File: config.mk
export PLATFORM = sky130hd
export DESIGN_NAME = ufc_fifo_ctrl
export DESIGN_NICKNAME = d
export VERILOG_FILES = /design/src/hdl/ufc_pkg.sv /design/src/hdl/ufc_flush_if.sv /design/src/hdl/ufc_flush_seq.sv /design/src/hdl/ufc_fifo_ctrl.sv
export SDC_FILE = /design/constraint.sdc
export NUM_CORES = 1
export LEC_CHECK = 0
export ABC_AREA = 1
export BUFFER_PORTS_ARGS = -buffer_cell sky130_fd_sc_hd__buf_2
export CAP_MARGIN = 20
export CORE_ASPECT_RATIO = 1.25
export CORE_MARGIN = 2
export CORE_UTILIZATION = 45
export DETAILED_ROUTE_END_ITERATION = 12
export PLACE_DENSITY = 0.86
export SLEW_MARGIN = 20
export SYNTH_ARGS = -nofsm -noshare
export SYNTH_HDL_FRONTEND = slang
export SYNTH_SLANG_ARGS = --single-unit
File: constraint.sdc
create_clock -name mclk -period 4.93 [get_ports mclk]
set_clock_uncertainty 0.1 [all_clocks]
set_input_delay 0.986 -clock mclk [delete_from_list [all_inputs] [get_ports mclk]]
set_output_delay 0.986 -clock mclk [all_outputs]
set_load 0.1 [all_outputs]
File: src/hdl/ufc_pkg.sv
// Constants, register map and level decoding for the FIFO control block
package ufc_pkg;
  // Register byte addresses
  localparam logic [7:0] UFC_IRQ_ENABLE_OFS  = 8'h04;
  localparam logic [7:0] UFC_FIFO_CONTROL_OFS = 8'h08;
  localparam logic [7:0] UFC_STATUS_OFS      = 8'h1c;
  // Reset values
  localparam logic [31:0] UFC_FIFO_CONTROL_RST = 32'h0000_0000;
  localparam logic [31:0] UFC_IRQ_ENABLE_RST   = 32'h0000_0000;
  // fifo_control field positions
  localparam int UFC_RTS_LVL_LSB = 16;
  localparam int UFC_RTS_LVL_MSB = 19;
  localparam int UFC_RX_OFF_BIT  = 8;
  localparam int UFC_RX_LVL_LSB  = 4;
  localparam int UFC_RX_LVL_MSB  = 7;
  localparam int UFC_TX_FLUSH_BIT = 2;
  localparam int UFC_RX_FLUSH_BIT = 1;
  // irq_enable and status field positions
  localparam int UFC_RX_LVL_IEN_BIT = 0;
  localparam int UFC_AUTO_RTS_BIT   = 12;
  localparam int UFC_FLAG_BIT       = 0;
  localparam int UFC_RTS_STATE_BIT  = 1;
  // Flush duration in engine clock cycles
  localparam int UFC_FLUSH_CYCLES = 3;
  localparam int UFC_CNT_W        = 7;
  // Byte levels selected by the four-bit level codes
  localparam logic [6:0] UFC_LVL_1  = 7'h01;
  localparam logic [6:0] UFC_LVL_4  = 7'h04;
  localparam logic [6:0] UFC_LVL_8  = 7'h08;
  localparam logic [6:0] UFC_LVL_14 = 7'h0e;
  localparam logic [6:0] UFC_LVL_30 = 7'h1e;
  localparam logic [6:0] UFC_LVL_46 = 7'h2e;
  localparam logic [6:0] UFC_LVL_62 = 7'h3e;

  // Map a level code to a byte count; normal channels cap at 14
  function automatic logic [6:0] ufc_level(input logic [3:0] code, input logic high_speed);
    logic [6:0] lvl;
    lvl = UFC_LVL_62;
    case (code)
      4'h0: lvl = UFC_LVL_1;
      4'h1: lvl = UFC_LVL_4;
      4'h2: lvl = UFC_LVL_8;
      4'h3: lvl = UFC_LVL_14;
      4'h4: lvl = high_speed ? UFC_LVL_30 : UFC_LVL_14;
      4'h5: lvl = high_speed ? UFC_LVL_46 : UFC_LVL_14;
      default: lvl = high_speed ? UFC_LVL_62 : UFC_LVL_14;
    endcase
    return lvl;
  endfunction
endpackage

File: src/hdl/ufc_flush_if.sv
// Handshake between the control register and one flush sequencer
`timescale 1ns/1ps
interface ufc_flush_if;
  logic start;
  logic busy;
  modport ctrl (output start, input busy);
  modport seq  (input start, output busy);
endinterface

File: src/hdl/ufc_flush_seq.sv
// Flush sequencer: holds a flush active for the fixed cycle count
`timescale 1ns/1ps
module ufc_flush_seq
  import ufc_pkg::*;
(
  // Clock and reset
  input wire logic  mclk,
  input wire logic  nrst,
  // Control side
  ufc_flush_if.seq  fl
);
  logic [1:0] cnt;
  wire        last = (cnt == 2'(UFC_FLUSH_CYCLES - 1));

  // Start (or restart) loads the counter; busy drops after the last cycle
  always_ff @(posedge mclk or negedge nrst) begin
    if (!nrst) begin
      fl.busy <= 1'b0;
      cnt     <= 2'h0;
    end else if (fl.start) begin
      fl.busy <= 1'b1;
      cnt     <= 2'h0;
    end else if (fl.busy) begin
      fl.busy <= !last;
      cnt     <= last ? 2'h0 : cnt + 2'h1;
    end
  end
endmodule // ufc_flush_seq

File: src/hdl/ufc_fifo_ctrl.sv
// FIFO control word, trigger levels, auto RTS and flush control of one channel
`timescale 1ns/1ps
// Behaviour
// - fifo_control word sits at byte offset 0x08 and resets to zero.
// - RTS level code maps to 1,4,8,14 then 30,46,62 or 14 bytes.
// - Channel without auto flow control has no RTS level field.
// - Bit 8 set disables the receiver, cleared enables it.
// - Receive level field in bits 7:4 uses the same byte mapping.
// - Count equal to receive level sets flag; interrupt only when enabled.
// - Writing 1 to bit 2 flushes transmit FIFO and state; 0 does nothing.
// - Writing 1 to bit 1 flushes receive FIFO and state; 0 does nothing.
// - Flush bits self-clear after at least three engine clock cycles.
// - Auto RTS drops RTS when receive count equals RTS level.
// - Receive level interrupt enable is bit 0 of interrupt enable register.
module ufc_fifo_ctrl
  import ufc_pkg::*;
#(
  parameter bit HIGH_SPEED   = 1'b1,
  parameter bit HAS_AUTOFLOW = 1'b1
) (
  // Clock and reset
  input  wire logic                 mclk,
  input  wire logic                 nrst,
  // Register port
  input  wire logic [7:0]           addr,
  input  wire logic [31:0]          wdata,
  input  wire logic                 wr,
  input  wire logic                 rd,
  output logic      [31:0]          rdata,
  // FIFO side
  input  wire logic [UFC_CNT_W-1:0] rx_count,
  output logic                      tx_path_flush,
  output logic                      rx_path_flush,
  output logic                      receiver_off,
  // Flow control and receive event
  output logic                      rts,
  output logic                      rx_level_flag,
  output logic                      rx_level_interrupt
);
  import ufc_pkg::*;

  logic [3:0] rts_deassert_level;
  logic [3:0] rx_irq_level;
  logic       rx_level_irq_enable;
  logic       auto_rts;
  ufc_flush_if tx_fl ();
  ufc_flush_if rx_fl ();

  // Address decode
  wire sel_fc   = (addr == UFC_FIFO_CONTROL_OFS);
  wire sel_ie   = (addr == UFC_IRQ_ENABLE_OFS);
  wire sel_st   = (addr == UFC_STATUS_OFS);
  wire wr_fc    = wr && sel_fc;
  wire wr_ie    = wr && sel_ie;
  wire wr_st    = wr && sel_st;

  // Flush starts only on a written 1
  assign tx_fl.start = wr_fc && wdata[UFC_TX_FLUSH_BIT];
  assign rx_fl.start = wr_fc && wdata[UFC_RX_FLUSH_BIT];

  // Decoded byte levels
  wire [6:0] rx_lvl_bytes  = ufc_level(rx_irq_level, HIGH_SPEED);
  wire [6:0] rts_lvl_bytes = ufc_level(rts_deassert_level, HIGH_SPEED);
  wire       rx_hit        = (rx_count == rx_lvl_bytes);
  wire       rts_hit       = (rx_count >= rts_lvl_bytes);
  wire       auto_on       = HAS_AUTOFLOW && auto_rts;
  wire       next_rts      = !(auto_on && rts_hit);
  wire       next_flag     = rx_hit || (rx_level_flag && !(wr_st && wdata[UFC_FLAG_BIT]));

  // Readable images; reserved bits stay zero
  wire [31:0] fc_img = {12'h000, rts_deassert_level, 7'h00, receiver_off,
                        rx_irq_level, 1'b0, tx_fl.busy, rx_fl.busy, 1'b0};
  wire [31:0] ie_img = {19'h00000, auto_rts, 11'h000, rx_level_irq_enable};
  wire [31:0] st_img = {30'h0, rts, rx_level_flag};
  wire [31:0] next_rdata = !rd   ? 32'h0000_0000 :
                           sel_fc ? fc_img :
                           sel_ie ? ie_img :
                           sel_st ? st_img : 32'h0000_0000;

  // Flush sequencers, one per direction
  ufc_flush_seq u_tx_flush (.mclk(mclk), .nrst(nrst), .fl(tx_fl));
  ufc_flush_seq u_rx_flush (.mclk(mclk), .nrst(nrst), .fl(rx_fl));

  // fifo_control fields
  always_ff @(posedge mclk or negedge nrst) begin
    if (!nrst) begin
      rts_deassert_level <= UFC_FIFO_CONTROL_RST[UFC_RTS_LVL_MSB:UFC_RTS_LVL_LSB];
      receiver_off       <= UFC_FIFO_CONTROL_RST[UFC_RX_OFF_BIT];
      rx_irq_level       <= UFC_FIFO_CONTROL_RST[UFC_RX_LVL_MSB:UFC_RX_LVL_LSB];
    end else if (wr_fc) begin
      rts_deassert_level <= HAS_AUTOFLOW ? wdata[UFC_RTS_LVL_MSB:UFC_RTS_LVL_LSB] : 4'h0;
      receiver_off       <= wdata[UFC_RX_OFF_BIT];
      rx_irq_level       <= wdata[UFC_RX_LVL_MSB:UFC_RX_LVL_LSB];
    end
  end

  // Interrupt enable register
  always_ff @(posedge mclk or negedge nrst) begin
    if (!nrst) begin
      rx_level_irq_enable <= UFC_IRQ_ENABLE_RST[UFC_RX_LVL_IEN_BIT];
      auto_rts            <= UFC_IRQ_ENABLE_RST[UFC_AUTO_RTS_BIT];
    end else if (wr_ie) begin
      rx_level_irq_enable <= wdata[UFC_RX_LVL_IEN_BIT];
      auto_rts            <= HAS_AUTOFLOW && wdata[UFC_AUTO_RTS_BIT];
    end
  end

  // Outputs, flag and read data
  always_ff @(posedge mclk or negedge nrst) begin
    if (!nrst) begin
      rdata              <= 32'h0000_0000;
      rts                <= 1'b1;
      rx_level_flag      <= 1'b0;
      rx_level_interrupt <= 1'b0;
      tx_path_flush      <= 1'b0;
      rx_path_flush      <= 1'b0;
    end else begin
      rdata              <= next_rdata;
      rts                <= next_rts;
      rx_level_flag      <= next_flag;
      rx_level_interrupt <= next_flag && rx_level_irq_enable;
      tx_path_flush      <= tx_fl.start || tx_fl.busy;
      rx_path_flush      <= rx_fl.start || rx_fl.busy;
    end
  end
endmodule // ufc_fifo_ctrl

# --- Yosys cells after proc, flatten, opt, wreduce, memory -nomap -nowiden ---
# Index checks and enable logic that the tools add are counted.
word_totals:
  reg_bits: 42
  latch_bits: 0
  ramBits: 0
  romBits: 0
  in_bits: 51
  out_inout_bits: 38
  elab_cells: 70
  memories: 0
classes:
  n_addsub: 2
  n_mul: 0
  div: 0
  order_cmp: 1
  eq_ne: 16
  shifts: 0
  n_mux: 16
  bitwise: 0
  n_reduce_logical: 20
op_table:
  columns: ["cell", "count"]
  rows:
  - ["$pmux W6 S6", 2]
  - ["$mux W20", 2]
  - ["$eq A4 B2 Y1 const B", 4]
  - ["$eq A4 B3 Y1 const B", 4]
  - ["$mux W2", 7]
  - ["$mux W13", 1]
  - ["$logic_and A1 B1 Y1", 9]
  - ["$eq A4 B1 Y1 const B", 2]
  - ["$eq A8 B3 Y1 const B", 1]
  - ["$eq A8 B4 Y1 const B", 1]
  - ["$eq A8 B5 Y1 const B", 1]
  - ["$logic_not A4 Y1", 2]
  - ["$eq A7 B7 Y1", 1]
  - ["$ge A7 B7 Y1", 1]
  - ["$add A2 B1 Y2 const B", 2]
  - ["$eq A2 B2 Y1 const B", 2]
  - ["$logic_not A1 Y1", 4]
  - ["$mux W1", 4]
  - ["$reduce_bool A2 Y1", 2]
  - ["$logic_or A1 B1 Y1", 3]

# --- Logic depth before layout (Yosys ltp) ---
logic_depth:
  depth_word: 7
  ltp_mapped: 9

# --- Modules after synthesis ---
# A second synthesis with hierarchy kept.
unflattened:
  hier_cells: 226
  area_unflattened_um2: 1928.1
modules_own_cells:
  columns: ["mod", "instances", "cells_each", "area_each_um2", "seq_area_each_um2"]
  rows:
  - ["ufc_fifo_ctrl", 1, 194, 1672.9, 726.9]
  - ["ufc_flush_seq", 2, 16, 127.6, 75.1]

# --- Worst setup path before layout ---
# Ideal clock, no wire load.
synth_path:
  path_type: "reg2out"
  from: "reg rx_level_flag"
  to: "out rx_level_flag"
  t_arrival_ns: 0.910
  required_time_ns: 3.844
  path_slack_ns: 2.934
  stages_incl_launch_ff: 1
  path_buffers: 0
  path_cell_list: "dfrtp_1"
synth_lines:
  columns: ["item", "line", "rtl"]
  rows:
  - ["start, declared", "ufc_fifo_ctrl.sv:37", "output logic rx_level_flag,"]
  - ["start signal, assigned", "ufc_fifo_ctrl.sv:120", "rx_level_flag <= next_flag;"]
# No word-level cell between the ends.

# --- Final worst setup path ---
layout_path:
  from: "reg rts"
  to: "out rts"
layout_lines:
  columns: ["item", "line", "rtl"]
  rows:
  - ["start, declared", "ufc_fifo_ctrl.sv:36", "output logic rts,"]
  - ["start signal, assigned", "ufc_fifo_ctrl.sv:119", "rts <= next_rts;"]
# No word-level cell between the ends.

==> summary.txt <==
Hold path
  – Hold WC Path Type: reg2reg
  – End of the worst hold path: rts
  – Hold Startpoint: auto_on
  – Hold Path Depth: 1

Detailed routing
  – # DRC: 0
  – Detailed Route Iter0 Violations: 117
  – Routed wire length: 3530 µm
  – Total number of vias: 1,503
  – Post-route ant nets: 0
  – WL/cell: 10.4 µm
  – Vias/cell: 4.45
  – Initial DRT Pass Iterations: 4

Worst setup path
  – Reg-to-reg critical path startpoint: rts_deassert_level[1]
  – R2R Path End: rts
  – Largest delay share family, worst path: flip-flops
  – Arrival @ worst endpoint: 1240 ps
  – R2R depth: 8
  – CP max stage delay: 540 ps
  – Reg-to-reg setup timing slack: 2930 ps
  – CP startpoint kind: flip-flop
  – Critical Path End Type: output port
  – Crit path max fanout: 2
  – CP max-delay cell: dfstp_2
  – Critical path buffer and inverter count: 1
  – Worst path required time: 3840 ps
  – Cell-by-cell trace of the critical path: buf_2
  – CP Class: reg2out

Power and ir drop
  – Clk pwr share: 0.251
  – Net switching power: 299 µW
  – Sw frac: 0.391
  – Worst vdd ir: 0.187 mV
  – Combinational share of power: 0.301
  – Power Total: 766 µW
  – Register share of total power: 0.448
  – Int Pwr: 467 µW
  – Leak Pwr: 0.00128 µW
  – Power Density: 349 nW/µm²

Floorplan
  – Core area: 4070 µm²
  – Std-Cell Rows: 26
  – Die span in x: 61.8 µm
  – Die Y: 76.3 µm
  – Initial Utilization: 0.462
  – # IOs: 89
  – Die area: 4720 µm²

CTS
  – TritonCTS Sinks: 35
  – TritonCTS clock tree: yes
  – Clk root buf: clkbuf_8
  – CTS H-tree depth: 2
  – CTS Buffer Depth: 2
  – Post-CTS Setup Bufs: 0
  – CTS Buf Count: 5
  – Post-cts resize count: 0
  – Clock transition at path regs: 70 ps
  – Clk Latency, worst-skew pair: 280 ps
  – CTS Hold Bufs: 0

Global route
  – Antenna violations before repair: 0
  – First-pass GRT wire length: 5780 µm
  – Number of global-route vias before repair: 1,382
  – Overall routing resource usage: 0.162
  – GRT Residual Overflow: 0
  – Largest net degree at the start of global routing: 36

Synthesis
  – Synth Register Bits: 35
  – Cell variety after synth: 29
  – Most area-hungry cell type in the Yosys netlist: dfrtp_1
  – Post-Synthesis Cells: 226
  – Register area share after synthesis: 0.466
  – Top cell type's share of synthesized area: 0.452
  – Synth top area cells: dfrtp_1 (45%), nand2_1 (10%), buf_4 (8.0%)
  – Cell Area, Synth: 1880 µm²
  – Yosys Warn Count: 0
  – Syn Area/Cell: 8.32 µm²

Placed design
  – Final Wtd Congestion: 0.839
  – PortBufs: 50
  – DP HPWL: 2720 µm
  – Placed Instance Area: 2110 µm²

Run status
  – Outcome: completed

STA
  – RSZ-0062 raised after global routing: false
  – # setup viols final: 0
  – Final period util: 0.471
  – Number of max-slew violations in the final report: 0
  – Worst-Margin Slew: 744 ps
  – Fmax achieved: 431 MHz
  – Period minus WS final: 2320 ps
  – Hold WS: 368 ps
  – Relative slew margins: 0.504
  – TNS Setup: 0 ps
  – Final Hold Fails: 0

Cells and area
  – Post-route cell area: 2200 µm²
  – Most common cell after layout, fill and taps aside: nand2_1
  – Layout cells sized above 1: 0.248
  – Filler cells: 385
  – Antenna cells: 0
  – Area grow syn2layout: 16.8%
  – Fin util: 0.540
  – Nets: 338
  – Most frequent cells in the layout: nand2_1 (51), buf_2 (50), dfrtp_1 (34)

Job
  – Max cap viols: 0
[sequential cells by signal, indices dropped and copies added (netlist names)]
signal and count:
u_rx_flush.fl.busy 1, rts_deassert_level 4, u_tx_flush.cnt 2, auto_on 1, rx_level_flag 1, u_tx_flush.fl.busy 1
rx_level_irq_enable 1, rts 1, rx_path_flush 1, tx_path_flush 1, rx_irq_level 4, u_rx_flush.cnt 2
receiver_off 1, rdata 13, rx_level_interrupt 1
[stage by stage]
stage,setup WS (ps),cells
6_report,2610,338
5_1_grt,2580,338
4_1_cts,2600,338
3_5_place_dp,2700,330
3_3_place_gp,2750,330
2_1_floorplan,2930,244
[synthesized netlist by cell type]
master and count:
ha_1 6, o21ai_1 1, dfrtp_1 34, nor4_4 1, inv_2 1, nand2_1 51
nor3b_2 1, nand2_2 2, buf_6 1, nor3_1 3, nor2_4 1, conb_1 1
a21o_1 1, nand3_2 1, o211ai_2 1, nor2_2 2, a21oi_1 5, nor4b_1 1
nand3b_1 2, dfstp_2 1, buf_4 20, nand4_1 2, nand2_4 2, a211oi_1 2
inv_1 33, o21ai_0 16, nand3_1 12, nor4_1 1, nor2_1 21
[cell type report]
| type | instances | area (µm²) | area share |
|---|---|---|---|
| Tap cell | 56 | 70.1 | 0.0319 |
| Clock inverter | 1 | 5.00 | 0.00228 |
| Sequential cell | 35 | 877 | 0.399 |
| Multi-Input combinational cell | 154 | 782 | 0.356 |
| Timing Repair Buffer | 51 | 258 | 0.117 |
| Inverter | 34 | 128 | 0.0581 |
| Clock buffer | 7 | 76.3 | 0.0348 |
[cell families (layout without fill, tap and decap cells)]
kind of cell / after synthesis / in the layout / synth area share
AND/OR/NAND/NOR: 103 / 103 / 0.261
buffers and inverters: 55 / 93 / 0.154
flip-flops: 35 / 35 / 0.466
AO/OA/AOI/OAI: 26 / 26 / 0.0772
adder cells (fa/ha/maj): 6 / 6 / 0.0399
other: 1 / 19 / 0.00199
[layer usage]
layer / track usage / part of all wire / vias to the layer above
met2: 0.267 / 0.52 / 46
li1: - / - / 781
met1: 0.198 / 0.43 / 674
met4: 0.0511 / 0.0028 / 0
met5: 0 / 0 / -
met3: 0.0458 / 0.049 / 2
[worst max path at each step]
stage / startpoint / endpoint / cells past startpoint
after global routing: rts / rts / 1
after detailed placement: rx_count[4] / rts / 6
after floorplan: rx_level_flag / rx_level_flag / 0
after global placement: addr[1] / u_rx_flush.cnt[0] / 8
after CTS: rts / rts / 1
final: rts / rts / 1
[power by group through the flow]
stage                     Sequential (µW)  Combinational [µW]  Clock, µW
after global routing                  347                 250        214
after global placement                347                 227          0
final                                 344                 230        192
after CTS                             343                 232        199
after detailed placement              349                 231          0
after floorplan                       401                 144          0
Note: power is estimated with default switching activity, not from simulation.
